## config.mk

```make
export PLATFORM = sky130hd
export DESIGN_NAME = nonmaskable_interrupt_control
export DESIGN_NICKNAME = d
export VERILOG_FILES = /design/src/rtl/nmi_ctrl_pkg.sv /design/src/rtl/nonmaskable_interrupt_control.sv
export SDC_FILE = /design/constraint.sdc
export NUM_CORES = 1
export LEC_CHECK = 0
export BUFFER_PORTS_ARGS = -buffer_cell sky130_fd_sc_hd__buf_2
export CAP_MARGIN = 40
export CELL_PAD_IN_SITES_DETAIL_PLACEMENT = 1
export CELL_PAD_IN_SITES_GLOBAL_PLACEMENT = 1
export CORE_UTILIZATION = 40
export CTS_BUF_LIST = sky130_fd_sc_hd__clkbuf_4
export CTS_CLUSTER_DIAMETER = 30
export DETAILED_ROUTE_END_ITERATION = 7
export PLACE_DENSITY = 0.91
export SETUP_SLACK_MARGIN = 0.1
export SLEW_MARGIN = 15
export SYNTH_ARGS = -nofsm -noshare
export SYNTH_HDL_FRONTEND = slang
export SYNTH_SLANG_ARGS = --single-unit
```

## constraint.sdc

```tcl
create_clock -name clk -period 5.8 [get_ports clk]
set_input_delay 1.16 -clock clk [delete_from_list [all_inputs] [get_ports clk]]
set_output_delay 1.16 -clock clk [all_outputs]
set_load 0.1 [all_outputs]
```

## src/rtl/nmi_ctrl_pkg.sv

```systemverilog
// Constants, layouts and types for the non-maskable interrupt control block.
// Notes on behaviour
// - Maskable priorities 11 to 25 get codes 0x0130..0x0210; vector is the code.
// - Maskable priorities 26 to 37 get codes 0x0220..0x02D0; vector is the code.
// - Among simultaneous maskable requests the lowest priority number wins.
// - Interrupt on a non-abortable, legal instruction saves the following instruction address.
// - Abortable instruction interrupted: save its own address so it restarts.
// - Illegal opcode saves faulting address plus 4.
// - Non-maskable requests are accepted even with interrupts disabled.
// - Non-maskable requests win over every maskable request.
// - Exactly two non-maskable sources: the pin and the watchdog.
// - Pin edge detection is rising, falling, both or none.
// - Pin and watchdog together: watchdog serviced, pin request discarded.
// - New pin request during pin servicing waits until the return.
// - Watchdog request during pin servicing waits while in-service flag is 1.
// - In-service flag cleared during pin servicing: watchdog preempts at once.
// - Return resumes only from pin servicing, never from watchdog servicing.
// - Non-maskable entry saves return address and status word.
// - Pin entry writes 0x0010 into cause upper half, lower half kept.
// - Non-maskable entry sets in-service and disable flags, clears exception flag.
// - Non-maskable entry vectors to 0x00000010 (pin) or 0x00000020 (watchdog).
// - Return with exception flag 0, in-service 1 restores from non-maskable saves.
package nmi_ctrl_pkg;

  localparam logic [7:0]  CTRL_OFFSET      = 8'h00;
  localparam logic [7:0]  STATUS_OFFSET    = 8'h04;
  localparam int          CTRL_EDGE_LSB    = 0;
  localparam int          CTRL_WDT_LO_BIT  = 3;
  localparam int          CTRL_WDT_HI_BIT  = 4;
  localparam int          SW_INSERVICE_BIT = 7;
  localparam int          SW_EXCEPT_BIT    = 6;
  localparam int          SW_DISABLE_BIT   = 5;
  localparam logic [31:0] STATUS_WORD_RESET = 32'h0000_0020;
  localparam logic [1:0]  WDT_NMI_MODE     = 2'b10;
  localparam logic [15:0] PIN_CAUSE        = 16'h0010;
  localparam logic [15:0] WDT_CAUSE        = 16'h0020;
  localparam logic [15:0] ILLEGAL_CAUSE    = 16'h0060;
  localparam logic [31:0] PIN_VECTOR       = 32'h0000_0010;
  localparam logic [31:0] WDT_VECTOR       = 32'h0000_0020;
  localparam logic [31:0] ILLEGAL_VECTOR   = 32'h0000_0060;
  localparam logic [15:0] MASK_CODE_LO     = 16'h0130;
  localparam logic [15:0] MASK_CODE_HI     = 16'h0220;
  localparam logic [4:0]  MASK_HI_FIRST    = 5'd15;
  localparam int          MASK_SOURCES     = 27;
  localparam logic [31:0] ILLEGAL_STEP     = 32'h0000_0004;

  typedef enum logic [1:0] {
    EDGE_NONE    = 2'b00,
    EDGE_RISING  = 2'b01,
    EDGE_FALLING = 2'b10,
    EDGE_BOTH    = 2'b11
  } edge_mode_e;

  typedef enum logic [1:0] {
    SERVE_IDLE = 2'b00,
    SERVE_PIN  = 2'b01,
    SERVE_WDT  = 2'b10
  } serve_e;

  typedef struct packed {
    logic [31:0] current_address;
    logic [31:0] following_instruction_address;
    logic        abortable;
    logic        illegal_opcode;
  } cpu_context_s;

  typedef struct packed {
    logic        strobe;
    logic [15:0] cause;
    logic [31:0] vector;
  } entry_s;

endpackage

```

## src/rtl/nonmaskable_interrupt_control.sv

```systemverilog
// Non-maskable arbitration, interrupt entry, return and maskable vector map.
`timescale 1ns/1ps
`default_nettype none
module nonmaskable_interrupt_control
  import nmi_ctrl_pkg::*;
(
  // Clock and reset.
  input  wire logic                    clk,
  input  wire logic                    reset_n,
  // Register port.
  input  wire logic [7:0]              reg_addr,
  input  wire logic [31:0]             reg_wdata,
  input  wire logic                    reg_write,
  input  wire logic                    reg_read,
  output var  logic [31:0]             reg_rdata,
  // Request sources.
  input  wire logic                    nmi_pin,
  input  wire logic                    watchdog_overflow,
  input  wire logic [MASK_SOURCES-1:0] maskable_request,
  // Processor side.
  input  wire cpu_context_s            cpu_context,
  input  wire logic                    return_from_interrupt_instr,
  input  wire logic                    status_write,
  input  wire logic [31:0]             status_wdata,
  output var  entry_s                  entry,
  output var  logic [4:0]              maskable_ack_index,
  output var  logic                    abort_instruction,
  output var  logic                    pc_load,
  output var  logic [31:0]             pc_target,
  output var  logic [31:0]             program_status_word,
  output var  logic [31:0]             exception_cause_register,
  output var  logic [31:0]             nonmaskable_saved_pc,
  output var  logic [31:0]             nonmaskable_saved_status,
  output var  logic [31:0]             maskable_saved_pc,
  output var  logic [31:0]             maskable_saved_status
);

  typedef struct packed {
    logic [1:0]  edge_mode;
    logic [1:0]  watchdog_mode_register;
    logic        pin_prev;
    logic        pin_pending;
    logic        wdt_pending;
    serve_e      serving;
    logic [31:0] rdata;
    entry_s      entry;
    logic [4:0]  ack_index;
    logic        abort;
    logic        pc_load;
    logic [31:0] pc_target;
    logic [31:0] sw;
    logic [31:0] cause_reg;
    logic [31:0] nm_pc;
    logic [31:0] nm_sw;
    logic [31:0] mk_pc;
    logic [31:0] mk_sw;
  } state_s;

  state_s s;
  state_s next_s;

  logic        pin_edge;
  logic        wdt_request;
  logic        any_mask;
  logic [4:0]  mask_index;
  logic [15:0] mask_code;
  logic [31:0] return_address;
  logic        take_wdt;
  logic        take_pin;
  logic        take_illegal;
  logic        take_mask;

  // Lowest index is the lowest default priority number and therefore ranks highest.
  function automatic logic [4:0] lowest_set(input logic [MASK_SOURCES-1:0] req);
    logic [4:0] idx;
    idx = 5'd0;
    for (int i = MASK_SOURCES - 1; i >= 0; i--) begin
      if (req[i]) begin
        idx = 5'(i);
      end
    end
    return idx;
  endfunction

  always_comb begin
    next_s         = s;
    next_s.entry   = '0;
    next_s.abort   = 1'b0;
    next_s.pc_load = 1'b0;
    next_s.pin_prev = nmi_pin;

    unique case (edge_mode_e'(s.edge_mode))
      EDGE_NONE:    pin_edge = 1'b0;
      EDGE_RISING:  pin_edge = nmi_pin & ~s.pin_prev;
      EDGE_FALLING: pin_edge = ~nmi_pin & s.pin_prev;
      EDGE_BOTH:    pin_edge = nmi_pin ^ s.pin_prev;
    endcase
    // Only the pin edge and the gated watchdog can ever reach the two latches.
    wdt_request = watchdog_overflow && (s.watchdog_mode_register == WDT_NMI_MODE);

    any_mask   = |maskable_request;
    mask_index = lowest_set(maskable_request);
    if (mask_index < MASK_HI_FIRST) begin
      mask_code = MASK_CODE_LO + 16'({mask_index, 4'h0});
    end else begin
      mask_code = MASK_CODE_HI + 16'({mask_index - MASK_HI_FIRST, 4'h0});
    end

    if (cpu_context.illegal_opcode) begin
      return_address = cpu_context.current_address + ILLEGAL_STEP;
    end else if (cpu_context.abortable) begin
      return_address = cpu_context.current_address;
    end else begin
      return_address = cpu_context.following_instruction_address;
    end

    // Non-maskable arbitration looks at the latches only, so a pin or watchdog request is seen the cycle after it arrives.
    take_wdt = 1'b0;
    take_pin = 1'b0;
    take_illegal = 1'b0;
    take_mask = 1'b0;
    if (!return_from_interrupt_instr) begin
      unique case (s.serving)
        SERVE_IDLE: begin
          take_wdt = s.wdt_pending;
          take_pin = s.pin_pending && !s.wdt_pending;
        end
        SERVE_PIN: begin
          take_wdt = s.wdt_pending && !s.sw[SW_INSERVICE_BIT];
        end
        SERVE_WDT: begin
          take_wdt = 1'b0;
        end
        default: begin
          take_wdt = 1'b0;
        end
      endcase
      take_illegal = !take_wdt && !take_pin && cpu_context.illegal_opcode;
      // Maskable work waits out both flags, so only an illegal-opcode entry can nest and overwrite its saves.
      take_mask = !take_wdt && !take_pin && !take_illegal && any_mask
                  && !s.sw[SW_DISABLE_BIT] && !s.sw[SW_INSERVICE_BIT];
    end

    // New arrivals set the latches after acceptance clears them, so set wins.
    if (take_pin) begin
      next_s.pin_pending = 1'b0;
    end
    if (take_wdt) begin
      next_s.wdt_pending = 1'b0;
      if (s.serving == SERVE_IDLE) begin
        next_s.pin_pending = 1'b0;
      end
    end
    if (pin_edge && !(wdt_request && s.serving == SERVE_IDLE)) begin
      next_s.pin_pending = 1'b1;
    end
    if (wdt_request) begin
      next_s.wdt_pending = 1'b1;
    end

    // A software write of the status word loses the flag bits that an entry in the same cycle writes, and all of it to a same-cycle return.
    if (status_write) begin
      next_s.sw = status_wdata;
    end

    if (take_wdt || take_pin) begin
      next_s.nm_pc = return_address;
      next_s.nm_sw = s.sw;
      next_s.sw[SW_INSERVICE_BIT] = 1'b1;
      next_s.sw[SW_DISABLE_BIT]   = 1'b1;
      next_s.sw[SW_EXCEPT_BIT]    = 1'b0;
      next_s.entry.strobe = 1'b1;
      next_s.pc_load = 1'b1;
      next_s.abort = cpu_context.abortable;
      if (take_wdt) begin
        next_s.serving      = SERVE_WDT;
        next_s.entry.cause  = WDT_CAUSE;
        next_s.entry.vector = WDT_VECTOR;
        next_s.pc_target    = WDT_VECTOR;
      end else begin
        next_s.serving      = SERVE_PIN;
        next_s.cause_reg[31:16] = PIN_CAUSE;
        next_s.entry.cause  = PIN_CAUSE;
        next_s.entry.vector = PIN_VECTOR;
        next_s.pc_target    = PIN_VECTOR;
      end
    end else if (take_illegal || take_mask) begin
      next_s.mk_pc = return_address;
      next_s.mk_sw = s.sw;
      next_s.sw[SW_DISABLE_BIT] = 1'b1;
      next_s.sw[SW_EXCEPT_BIT]  = 1'b0;
      // An illegal opcode has already run to its end, so its entry never aborts.
      next_s.entry.strobe = 1'b1;
      next_s.pc_load = 1'b1;
      next_s.abort = cpu_context.abortable && !cpu_context.illegal_opcode;
      if (take_illegal) begin
        next_s.cause_reg[15:0] = ILLEGAL_CAUSE;
        next_s.entry.cause  = ILLEGAL_CAUSE;
        next_s.entry.vector = ILLEGAL_VECTOR;
        next_s.pc_target    = ILLEGAL_VECTOR;
      end else begin
        next_s.ack_index    = mask_index;
        next_s.cause_reg[15:0] = mask_code;
        next_s.entry.cause  = mask_code;
        next_s.entry.vector = {16'h0000, mask_code};
        next_s.pc_target    = {16'h0000, mask_code};
      end
    end else if (return_from_interrupt_instr && !s.sw[SW_EXCEPT_BIT]) begin
      // The in-service flag alone picks which pair of saves the return uses.
      if (s.sw[SW_INSERVICE_BIT]) begin
        // Watchdog servicing has no way back; the system must be reset.
        if (s.serving != SERVE_WDT) begin
          next_s.pc_load   = 1'b1;
          next_s.pc_target = s.nm_pc;
          next_s.sw        = s.nm_sw;
          next_s.serving   = SERVE_IDLE;
        end
      end else begin
        next_s.pc_load   = 1'b1;
        next_s.pc_target = s.mk_pc;
        next_s.sw        = s.mk_sw;
        if (s.serving == SERVE_PIN) begin
          next_s.serving = SERVE_IDLE;
        end
      end
    end

    next_s.rdata = '0;
    if (reg_write && reg_addr == CTRL_OFFSET) begin
      next_s.edge_mode = reg_wdata[CTRL_EDGE_LSB +: 2];
      next_s.watchdog_mode_register = {reg_wdata[CTRL_WDT_HI_BIT], reg_wdata[CTRL_WDT_LO_BIT]};
    end
    if (reg_read) begin
      if (reg_addr == CTRL_OFFSET) begin
        next_s.rdata[CTRL_EDGE_LSB +: 2]  = s.edge_mode;
        next_s.rdata[CTRL_WDT_HI_BIT]     = s.watchdog_mode_register[1];
        next_s.rdata[CTRL_WDT_LO_BIT]     = s.watchdog_mode_register[0];
      end else if (reg_addr == STATUS_OFFSET) begin
        next_s.rdata[3:0] = {s.pin_pending, s.wdt_pending, s.serving};
      end
    end
  end

  always_ff @(posedge clk or negedge reset_n) begin
    if (!reset_n) begin
      s       <= '0;
      // Interrupts come up disabled so nothing maskable is taken before setup.
      s.sw    <= STATUS_WORD_RESET;
    end else begin
      s <= next_s;
    end
  end

  assign reg_rdata                = s.rdata;
  assign entry                    = s.entry;
  assign maskable_ack_index       = s.ack_index;
  assign abort_instruction        = s.abort;
  assign pc_load                  = s.pc_load;
  assign pc_target                = s.pc_target;
  assign program_status_word      = s.sw;
  assign exception_cause_register = s.cause_reg;
  assign nonmaskable_saved_pc     = s.nm_pc;
  assign nonmaskable_saved_status = s.nm_sw;
  assign maskable_saved_pc        = s.mk_pc;
  assign maskable_saved_status    = s.mk_sw;
endmodule
`default_nettype wire

```

# ---- Word level (Yosys, flattened, before mapping)
# Index checks and enable logic that the tools add are counted.
dict set report totals {
  input_bits 173
  output_inout_bits 312
  regBits 279
  elab_cells 159
}
dict set report classes {
  n_lt_le_gt_ge 1
  n_eq_ne 10
  bitwise 8
  add_sub_neg 4
  n_mux 77
  n_reduce_logical 38
}
# cell n
set op_table {}
lappend op_table {{$mux 65} 3}
lappend op_table {{$mux 5} 31}
lappend op_table {{$mux 32} 3}
lappend op_table {{$mux 55} 1}
lappend op_table {{$mux 49} 1}
lappend op_table {{$mux 48} 1}
lappend op_table {{$mux 38} 1}
lappend op_table {{$mux 34} 1}
lappend op_table {{$mux 33} 1}
lappend op_table {{$add 32x3->32 const B} 1}
lappend op_table {{$mux 16} 2}
lappend op_table {{$reduce_or 27->1} 1}
lappend op_table {{$mux 25} 1}
lappend op_table {{$mux 24} 1}
lappend op_table {{$mux 2} 10}
lappend op_table {{$logic_and 1x1->1} 14}
lappend op_table {{$mux 1} 14}
lappend op_table {{$add 10x9->11 const A} 1}
lappend op_table {{$mux 11} 1}
lappend op_table {{$add 9x9->10 const A} 1}
lappend op_table {{$logic_not 1->1} 9}
lappend op_table {{$eq 8x3->1 const B} 1}
lappend op_table {{$logic_not 8->1} 1}
lappend op_table {{$eq 2x2->1 const B} 3}
lappend op_table {{21 further kinds} 34}

# ---- Depth between registers and ports, before layout
# Gate-level depths: netlist of the first run.
dict set report depth {
  word_depth 33
  mapped_depth 14
  mapped_depth_nobuf 14
}

# ---- Worst setup path after synthesis of the first run
# No wires, ideal clock.
dict set report synth_timing {
  kind {input port to flip-flop}
  start {input port maskable_request[23]}
  end {register s, in the netlist pc_target[7]}
  required_time_ns 5.679
  path_buffers 0
  setup_time_ns 0.121
  path_stages 14
  setup_slack_ns 2.109
  arrival_time_ns 3.570
  path_cell_list {or4_1 > o221ai_1 > a2111oi_1 > o21a_1 > nor3_1 > nor3_1 > ha_1 > xnor2_1 > ha_1 > nand2_1 > o31ai_1 > o22a_1 > o211a_1 > o22a_1}
}
dict set report synth_via {
  elab_chain_cells 30
  word_cells_on_any_way 41
}
# element line
set synth_rtl {}
lappend synth_rtl {{from (decl)} nonmaskable_interrupt_control.sv:19} ;# input wire logic [MASK_SOURCES-1:0] maskable_request,
lappend synth_rtl {{$mux 5 * (24 in a row)} nonmaskable_interrupt_control.sv:78} ;# if (req[i]) begin
lappend synth_rtl {{via mask_index[1]} nonmaskable_interrupt_control.sv:65} ;# logic [4:0] mask_index;
lappend synth_rtl {{$sub 5x4->5} nonmaskable_interrupt_control.sv:106} ;# mask_code = MASK_CODE_HI + 16'({mask_index - MASK_HI_FIRST, 4'h0});
lappend synth_rtl {{$add 10x9->11} nonmaskable_interrupt_control.sv:106}
lappend synth_rtl {{$mux 11 *} nonmaskable_interrupt_control.sv:103} ;# if (mask_index < MASK_HI_FIRST) begin
lappend synth_rtl {{$mux 16 *} nonmaskable_interrupt_control.sv:196} ;# if (take_illegal) begin
lappend synth_rtl {{$mux 33 *} nonmaskable_interrupt_control.sv:187} ;# end else if (take_illegal || take_mask) begin
lappend synth_rtl {{$mux 34 *} nonmaskable_interrupt_control.sv:166} ;# if (take_wdt || take_pin) begin
lappend synth_rtl {{to (signal assigned)} nonmaskable_interrupt_control.sv:250} ;# s <= next_s;
lappend synth_rtl {{to (decl)} nonmaskable_interrupt_control.sv:59} ;# state_s s;
# The timed path passes the listed nets; every way through them passes the cells marked *.
# A chain may end at the register's enable or synchronous reset.

# ---- Worst setup path in the final report of the first run
dict set report layout_timing {
  start {input port maskable_request[25]}
  end {register s, in the netlist pc_target[7]}
}
dict set report layout_via {
  elab_chain_cells 32
  word_cells_on_any_way 43
}
# element line
set layout_rtl {}
lappend layout_rtl {{$mux 5 * (26 in a row)} nonmaskable_interrupt_control.sv:78}
lappend layout_rtl {{via mask_index[1]} nonmaskable_interrupt_control.sv:65}
lappend layout_rtl {{$sub 5x4->5} nonmaskable_interrupt_control.sv:106}
lappend layout_rtl {{$add 10x9->11} nonmaskable_interrupt_control.sv:106}
lappend layout_rtl {{$mux 11 *} nonmaskable_interrupt_control.sv:103}
lappend layout_rtl {{$mux 16 *} nonmaskable_interrupt_control.sv:196}
lappend layout_rtl {{$mux 33 *} nonmaskable_interrupt_control.sv:187}
lappend layout_rtl {{$mux 34 *} nonmaskable_interrupt_control.sv:166}
# Marked as above.

==> results of run 1 <==
==> placed cells by master (no fill, tap or decap), types with 9 or more instances in the layout <==
master and instances:
nand4_1 9, dfrtp_1 227, a21oi_1 55, clkinv_1 14, nor2_1 34, nand3_1 21, clkbuf_4 96, nand2b_1 11
a211oi_1 12, conb_1 86, o21ai_0 84, a31oi_1 30, nor2b_1 43, xnor2_1 20, nand2_1 111, inv_1 18
buf_4 12, mux2_2 135, nor3_1 10, buf_2 370, o22ai_1 63, mux2i_1 27
==> area by class of cell <==
| cell class | instances | area, um^2 | area share (%) |
|---|---|---|---|
| diodes | 6 | 15.0 | 0.101 |
| clock buffers | 96 | 721 | 4.85 |
| clock inverters | 27 | 164 | 1.10 |
| inverters | 19 | 71.3 | 0.480 |
| multi-input cells | 844 | 5550 | 37.3 |
| flip-flops and latches | 229 | 5740 | 38.6 |
| well taps | 448 | 561 | 3.77 |
| repair buffers | 387 | 2050 | 13.8 |
==> metrics by stage <==
step	cells	hold WS (ns)	area (um^2)	utilization, %	setup slack [ns]
detailed placement	1926	0.462	13900	41.6	1.55
CTS	2049	0.480	14800	44.2	2.11
finish	2056	0.472	14900	44.3	2.16
global placement	1924	0.457	13900	41.5	1.66
floorplan	1472	0.436	13900	-	2.11
global route	2056	0.487	14900	44.3	2.05
==> Yosys cell counts (3+ instances only) <==
cell / number / area (um^2)
buf_4: 312 / 2340
dfrtp_1: 228 / 5710
mux2_2: 135 / 1520
nand2_1: 111 / 417
o21ai_0: 84 / 420
o22ai_1: 63 / 394
a21oi_1: 55 / 275
clkbuf_1: 49 / 184
nor2b_1: 44 / 275
nor2_1: 34 / 128
a31oi_1: 30 / 188
mux2i_1: 27 / 270
nand3_1: 21 / 105
xnor2_1: 20 / 175
inv_1: 18 / 67.6
nand2b_1: 13 / 81.3
a211oi_1: 12 / 90.1
nor3_1: 10 / 50.1
buf_2: 9 / 45.0
nand4_1: 9 / 56.3
buf_1: 8 / 30.0
nor4_1: 7 / 43.8
o31ai_1: 7 / 52.6
xor2_1: 7 / 61.3
ha_1: 6 / 75.1
and3_1: 5 / 31.3
and4_1: 5 / 43.8
and2_1: 4 / 25.0
o211ai_1: 4 / 30.0
a21o_1: 3 / 22.5
nand3b_1: 3 / 22.5
o21a_1: 3 / 22.5
o221ai_1: 3 / 26.3
==> flip-flops by register name, indices dropped and copies added (netlist names), 9 cells and up <==
signal	flops
pc_target	32
s	9
nonmaskable_saved_pc	32
program_status_word	32
maskable_saved_status	32
nonmaskable_saved_status	32
maskable_saved_pc	32
==> kinds of logic (layout without fill, tap and decap cells) <==
| kind of cell | after synthesis | in the layout | share of synthesized area, % |
|---|---|---|---|
| fa+ha+maj | 6 | 6 | 0.551 |
| simple gates | 280 | 280 | 10.2 |
| xor+xnor | 27 | 27 | 1.74 |
| flops | 229 | 229 | 42.1 |
| other cells | 1 | 92 | 0.0275 |
| compound gates | 283 | 283 | 12.4 |
| mux | 162 | 162 | 13.1 |
| buf+inv | 399 | 529 | 19.8 |
==> critical path, delay by kind of cell <==
kind            cells  cell delay, ns
fa+ha+maj           2            0.58
buf+inv             2            0.22
simple gates        4            0.54
compound gates      7            1.68
==> how the worst min path moves through the flow <==
stage,start,end,cells after the start
after floorplan,exception_cause_register[20],exception_cause_register[20],1
after global placement,exception_cause_register[9],exception_cause_register[9],1
after detailed placement,exception_cause_register[20],exception_cause_register[20],1
after CTS,exception_cause_register[20],exception_cause_register[20],1
after global routing,exception_cause_register[20],exception_cause_register[20],1
final,exception_cause_register[20],exception_cause_register[20],1
==> metal layers <==
| layer | vias up | global-route usage (%) | share of wire (%) |
|---|---|---|---|
| met3 | 115 | 7.30 | 7.9 |
| met2 | 498 | 43.2 | 50 |
| li1 | 4810 | - | - |
| met4 | 10 | 14.0 | 3.8 |
| met1 | 5389 | 26.6 | 38 |
| met5 | - | 0 | 0.17 |
==> impl_metrics.ini, run 1 <==
[logic_synthesis]
synthFlopType = dfrtp_1
async_flop_share_pct = 100
synth_cell_type_count = 63
ys_seq_elements = 229
postSynthAreaPerCell_um2 = 9.82
yosysSeqAreaShare_pct = 42.1
synth-edff-count = 0
synth_area_um2 = 13600
syn_inst = 1387
yosys_warnings = 0

[floorplan]
core.rowCount = 67
die_area_um2 = 34800
core-area_um2 = 33500
initial_core_util_pct = 40.6
io_pins = 485
fp.dieH_um = 187
dieWidth_um = 187

[worst_hold_path]
hold_class = reg -> reg

[finish]
num-fill-cells = 3969
drive_above_1_share_pct = 40.5
area_growth_pct = 9.16
fin_nets = 1730

[worst_setup_path]
path_class = in -> reg
crit_required_ns = 6.36
path_max_fanout = 4
r2r_cells = 9
slowest_delay_ns = 0.54
timing.rr.end = pc_target[7]
slowest_stage = a2111oi_1
crit_path_end = pc_target[7]
cp-end-kind = flop
r2r_start = program_status_word[7]
startpoint_type = input port
reg2reg_slack_ns = 2.76
worstSetupStartpoint = maskable_request[25]
arrival_ns = 4.19
path_cells = buf_2 -> nor3b_2 -> o221ai_1 -> a2111oi_1 -> o21a_1 -> nor3_1 -> nor3_1 -> inv_1 -> ha_1 -> ha_1 -> nand2_1 -> o31ai_1 -> o22a_1 -> o211a_1 -> o22a_1

[timing]
setup_viol = 0
drv_slew = 0
rsz0062_at_grt = false
relSlewSlack_pct = 33.7
worst_clock_skew_ns = 0.0329
min_period_ns = 3.64
worst_pin_slew_ns = 0.995
fmax_mhz = 275
timing.final.crit_share_pct = 62.7
tns_ns = 0
finalHoldViolations = 0

[detailed_routing]
dr.pass1.iters = 5
vias_per_cell = 5.26
drtAntennaViolNets = 0
routed_wirelength_mm = 43.0
drc = 0
wl_per_cell_um = 20.9
num_vias = 10800
first_iter_violations = 486

[grt]
grt_overflow = 0
grt_max_degree = 118
grt_usage_pct = 24.7
grt_pass1_wl_mm = 66.9
antenna_found_initial = 10
grt_pass1_vias = 11900

[cts]
cts_resized = 0
cts_hold_buffers = 0
cts_root_buf = clkbuf_4
clock-sinks = 229
postCtsSetupBuffers = 0
tritoncts = yes
clk_latency_ns = 0.69
cts-buffers-inserted = 70
clockBufferDepth = 3
cts.reportedPaths.clkPinSlew_ns = 0.06
cts-htree-levels = 3

[job]
cap_violations = 0

[placement]
hpwlAfterDp_mm = 29.8
place_congestion = 0.907
port-buffer-count = 371

[outcome]
status = complete, no violations
Power of run 1 is not shown: default switching activity piles up to over one toggle a cycle in this logic, so the estimate is an artifact.
==> run 2, diff against run 1 <==
--- a/config.mk
+++ b/config.mk
@@ -5,15 +5,16 @@
 export SDC_FILE = /design/constraint.sdc
 export NUM_CORES = 1
 export LEC_CHECK = 0
+export ABC_AREA = 1
 export BUFFER_PORTS_ARGS = -buffer_cell sky130_fd_sc_hd__buf_2
 export CAP_MARGIN = 40
 export CELL_PAD_IN_SITES_DETAIL_PLACEMENT = 1
 export CELL_PAD_IN_SITES_GLOBAL_PLACEMENT = 1
-export CORE_UTILIZATION = 40
+export CORE_UTILIZATION = 33
 export CTS_BUF_LIST = sky130_fd_sc_hd__clkbuf_4
 export CTS_CLUSTER_DIAMETER = 30
 export DETAILED_ROUTE_END_ITERATION = 7
-export PLACE_DENSITY = 0.91
+export PLACE_DENSITY = 0.85
 export SETUP_SLACK_MARGIN = 0.1
 export SLEW_MARGIN = 15
 export SYNTH_ARGS = -nofsm -noshare
==> constraint.sdc (replaced) <==
create_clock -name clk -period 3 [get_ports clk]
set_input_delay 0.6 -clock clk [delete_from_list [all_inputs] [get_ports clk]]
set_output_delay 0.6 -clock clk [all_outputs]
set_load 0.1 [all_outputs]
==> impl_metrics.ini, run 2 <==
[logic_synthesis]
yosysSeqAreaShare_pct = 42.4
synthTopCellsByArea = dfrtp_1 42%, buf_4 17%, nand2_1 14%
postSynthAreaPerCell_um2 = 7.72
synthFlopType = dfrtp_1
ys_seq_elements = 229
synth_top_cell_by_area = dfrtp_1
synth.most_common_cell = nand2_1
async_flop_share_pct = 100
syn_inst = 1749
synth_cell_type_count = 47
synth-edff-count = 0
yosysTopAreaCellShare_pct = 42.2
yosys_warnings = 0
synth_common_cells = 494 x nand2_1, 310 x buf_4, 228 x dfrtp_1
synth_area_um2 = 13500

[worst_hold_path]
hold_class = in -> reg

[cts]
cts_root_buf = clkbuf_4
clk_latency_ns = 0.77
cts.reportedPaths.clkPinSlew_ns = 0.06
cts-htree-levels = 3
cts-buffers-inserted = 76
tritoncts = yes
postCtsSetupBuffers = 0
clock-sinks = 229
clockBufferDepth = 3

[worst_setup_path]
crit_required_ns = 3.64
r2r_cells = 10
startpoint_type = flop
slowest_delay_ns = 0.51
path_max_fanout = 36
slowest_stage = nor3_1
worstSetupStartpoint = program_status_word[7]
reg2reg_slack_ns = 0.43
r2r_start = program_status_word[7]
path_class = reg -> reg
arrival_ns = 3.21
crit_path_end = maskable_saved_pc[24]
path_cells = inv_2 -> o211ai_1 -> nand2_1 -> nor3_1 -> nor2_4 -> buf_4 -> inv_2 -> buf_12 -> nor2_1 -> a31oi_1
path_common_cell = inv_2
cp-end-kind = flop
timing.rr.end = maskable_saved_pc[24]

[finish]
final_common_cell = nand2_1
fin_nets = 2130
layout_common_cells = 494 x nand2_1, 370 x buf_2, 228 x dfrtp_1
final_util_pct = 37.9
drive_above_1_share_pct = 28.4
area_growth_pct = 12.3

[grt]
grt_pass1_wl_mm = 71.1
antenna_found_initial = 9
grt_pass1_vias = 12600
grt_max_degree = 89
grt_overflow = 0
grt_usage_pct = 22.1

[detailed_routing]
num_vias = 12100
met3_length_mm = 3.44
dr.pass1.iters = 5
drtAntennaViolNets = 0
first_iter_violations = 606
drc = 0
vias_per_cell = 4.78
routed_wirelength_mm = 46.3
wl_per_cell_um = 18.3
wl_met2_mm = 23.3
top_layer = met5
met1_length_mm = 18.0

[placement]
hpwlAfterDp_mm = 33.4
port-buffer-count = 371
place_congestion = 0.859

[outcome]
status = complete, no violations

[floorplan]
fp.dieH_um = 204
initial_core_util_pct = 33.8
io_pins = 485
core-area_um2 = 40000
core.rowCount = 73
dieWidth_um = 204
die_area_um2 = 41700

[timing]
setup_viol = 0
relSlewSlack_pct = 54.9
timing.final.crit_share_pct = 85.7
drv_slew = 0
min_period_ns = 2.57
rsz0062_at_grt = false
fmax_mhz = 389
finalHoldViolations = 0
worst_clock_skew_ns = 0.0358
worst_pin_slew_ns = 0.676

[job]
cap_violations = 0
run 2: changes by cell type in the layout (fill, tap and decap cells not counted), moves of 12 or more:
cell / delta
a211oi_1: -12
a21oi_1: -16
a22oi_1: +32
a31oi_1: -13
buf_4: +26
inv_1: +109
mux2_2: -134
mux2i_1: -27
nand2_1: +383
nor2_1: +32
nor2b_1: -43
o21ai_0: +134
o22ai_1: -51
xnor2_1: -18
run 2: timing repair:
item | 4_1_cts | 5_1_grt
hold endpoints to repair | 71 | 0
setup endpoints to repair | 0 | 4
hold buffers | 3 | 0
gates resized for setup | 0 | 1
run 2: worst min-delay path by stage:
stage               cells after the start  slack (ns)                      endpoint                          from
finish                                  3        0.11                        s[319]                  reg_wdata[0]
global route                            3        0.06       nonmaskable_saved_pc[0]               cpu_context[34]
CTS                                     3        0.01          maskable_saved_pc[0]                cpu_context[2]
detailed placement                      1        0.46  exception_cause_register[20]  exception_cause_register[20]
global placement                        1        0.45  exception_cause_register[20]  exception_cause_register[20]
floorplan                               0        0.30             abort_instruction                       reset_n
run 2: worst max-delay path, delay by kind of cell (launching register included):
family	cells	cell delay [ns]
buf+inv	4	0.68
simple gates	4	0.86
flops	1	0.48
compound gates	2	0.42
run 2: cell type report:
cell class              count  area, um^2
flip-flops and latches    229        5730
well taps                 525         657
diodes                      8        20.0
multi-input cells        1084        5010
fillers                  5147       24800
clock inverters            35         193
inverters                 141         531
repair buffers            419        2320
clock buffers              93         698
run 2: routing by layer:
layer / up-vias / GRT usage, %
met1: 5878 / 24.5
met5: - / 0
met2: 462 / 38.9
met3: 115 / 6.97
li1: 5650 / -
met4: 8 / 9.33
run 2: cell families after synthesis:
kind of cell	after synthesis	share of synthesized area [%]
XOR/XNOR	6	0.389
buffers and inverters	521	23.2
AND/OR/NAND/NOR	646	19.6
flip-flops	229	42.4
AO/OA/AOI/OAI	339	13.7
other	1	0.0278
adder cells (fa/ha/maj)	6	0.556
multiplexers	1	0.0834
run 2: through the flow:
stage / setup slack [ns] / TNS (ns) / area (um^2) / hold WS [ns] / cells
final: 0.428 / 0 / 15200 / 0.114 / 2534
after CTS: 0.317 / 0 / 15100 / 0.0147 / 2526
after global routing: 0.132 / 0 / 15100 / 0.0614 / 2530
after floorplan: 0.123 / 0 / 13800 / 0.304 / 1834
after global placement: -0.184 / -1.13 / 14200 / 0.453 / 2395
after detailed placement: -0.259 / -1.93 / 14200 / 0.456 / 2395
Power of run 2 is left out for the same reason.
==> run 3, diff against run 2 <==
--- a/config.mk
+++ b/config.mk
@@ -8,13 +8,12 @@
 export ABC_AREA = 1
 export BUFFER_PORTS_ARGS = -buffer_cell sky130_fd_sc_hd__buf_2
 export CAP_MARGIN = 40
-export CELL_PAD_IN_SITES_DETAIL_PLACEMENT = 1
-export CELL_PAD_IN_SITES_GLOBAL_PLACEMENT = 1
-export CORE_UTILIZATION = 33
+export CORE_AREA = 2 2 187 189
 export CTS_BUF_LIST = sky130_fd_sc_hd__clkbuf_4
 export CTS_CLUSTER_DIAMETER = 30
 export DETAILED_ROUTE_END_ITERATION = 7
-export PLACE_DENSITY = 0.85
+export DIE_AREA = 0 0 189 191
+export PLACE_DENSITY = 0.75
 export SETUP_SLACK_MARGIN = 0.1
 export SLEW_MARGIN = 15
 export SYNTH_ARGS = -nofsm -noshare
==> impl_metrics.ini, run 3 (synthesis gave the netlist of run 2 again) <==
[worst_setup_path]
path_max_fanout = 2
worstSetupStartpoint = maskable_request[23]
startpoint_type = input port
crit_required_ns = 3.58
path_class = in -> reg
path_common_cell = nand2_1
cp-end-kind = flop
slowest_delay_ns = 0.27
r2r_start = program_status_word[7]
worst-path-buf-inv = 3
critical-path-top-delay-family = simple AND/OR/NAND/NOR gates
arrival_ns = 3.08
slowest_stage = ha_1

[timing]
rsz0062_at_grt = false
finalHoldViolations = 0
worst_pin_slew_ns = 0.723
drv_slew = 0
relSlewSlack_pct = 51.7
worst_clock_skew_ns = 0.0481
timing.final.crit_share_pct = 83.5
min_period_ns = 2.50
setup_viol = 0
fmax_mhz = 399

[finish]
num-fill-cells = 3385
layout_common_cells = 494 x nand2_1, 370 x buf_2, 228 x dfrtp_1
area_growth_pct = 12.0
fin_nets = 2125
final_common_cell = nand2_1
design_area_um2 = 15100
drive_above_1_share_pct = 28.6

[job]
cap_violations = 0

[worst_hold_path]
min_from = reg_wdata[3]
hold_class = in -> reg

[floorplan]
core-area_um2 = 34100
io_pins = 485
die_area_um2 = 36100
initial_core_util_pct = 39.6
dieWidth_um = 189
fp.dieH_um = 191
core.rowCount = 68

[grt]
grt_usage_pct = 22.3
grt_max_degree = 115
grt_pass1_vias = 11900
grt_pass1_wl_mm = 62.7
grt_overflow = 0
antenna_found_initial = 2

[placement]
place_congestion = 0.942
hpwlAfterDp_mm = 28.5
placed_cell_area_um2 = 14100
port-buffer-count = 371

[detailed_routing]
num_vias = 11900
first_iter_violations = 518
vias_per_cell = 4.85
drc = 0
drtAntennaViolNets = 0
wl_per_cell_um = 16.6
dr.pass1.iters = 7
routed_wirelength_mm = 40.7

[outcome]
status = complete, no violations

[cts]
postCtsSetupBuffers = 0
cts-buffers-inserted = 75
cts_root_buf = clkbuf_4
clk_latency_ns = 0.73
clockBufferDepth = 3
tritoncts = yes
cts.reportedPaths.clkPinSlew_ns = 0.06
cts-htree-levels = 3
clock-sinks = 229
cts_resized = 0
==> run 3: layout make-up <==
type | instances | area, um^2 | area share, %
multi-input cells | 1084 | 5000 | 33.1
clock inverters | 32 | 272 | 1.80
inverters | 141 | 531 | 3.51
flip-flops and latches | 229 | 5730 | 37.9
well taps | 455 | 569 | 3.76
diodes | 1 | 2.50 | 0.0165
clock buffers | 98 | 736 | 4.87
repair buffers | 415 | 2280 | 15.1
==> run 3: worst paths after layout <==
path,cells past startpoint,to,slack [ns]
setup / recovery,34,pc_target[6],0.50
hold / removal,2,s[317],0.10
setup reg to reg,10,pc_target[9],0.51
hold reg to reg,1,exception_cause_register[9],0.47
max in group asynchronous,3,exception_cause_register[7],1.75
min in group asynchronous,2,nonmaskable_saved_status[17],0.31
==> run 3: what timing repair did <==
action                                 CTS  global route
setup endpoints to repair                0             0
endpoints found under the hold margin   19             0
hold buffers                             2             0
==> run 3: per-stage QoR <==
step	cells	hold slack (ns)	TNS [ns]	utilization [%]	setup WS (ns)
after floorplan	1834	0.304	0	-	0.123
after global placement	2321	0.437	-0.621	41.2	-0.142
after detailed placement	2321	0.438	-1.03	41.2	-0.178
after CTS	2453	0.00926	0	44.3	0.480
after global routing	2455	0.0191	0	44.3	0.265
final	2455	0.104	0	44.3	0.495
==> run 3: per-layer routing <==
metal  track usage (%)  share of wire, %
met1              24.8                38
met2              38.8                48
met3              6.28               9.7
met4              11.5               4.1
met5                 0             0.034
Power of run 3 is left out for the same reason.
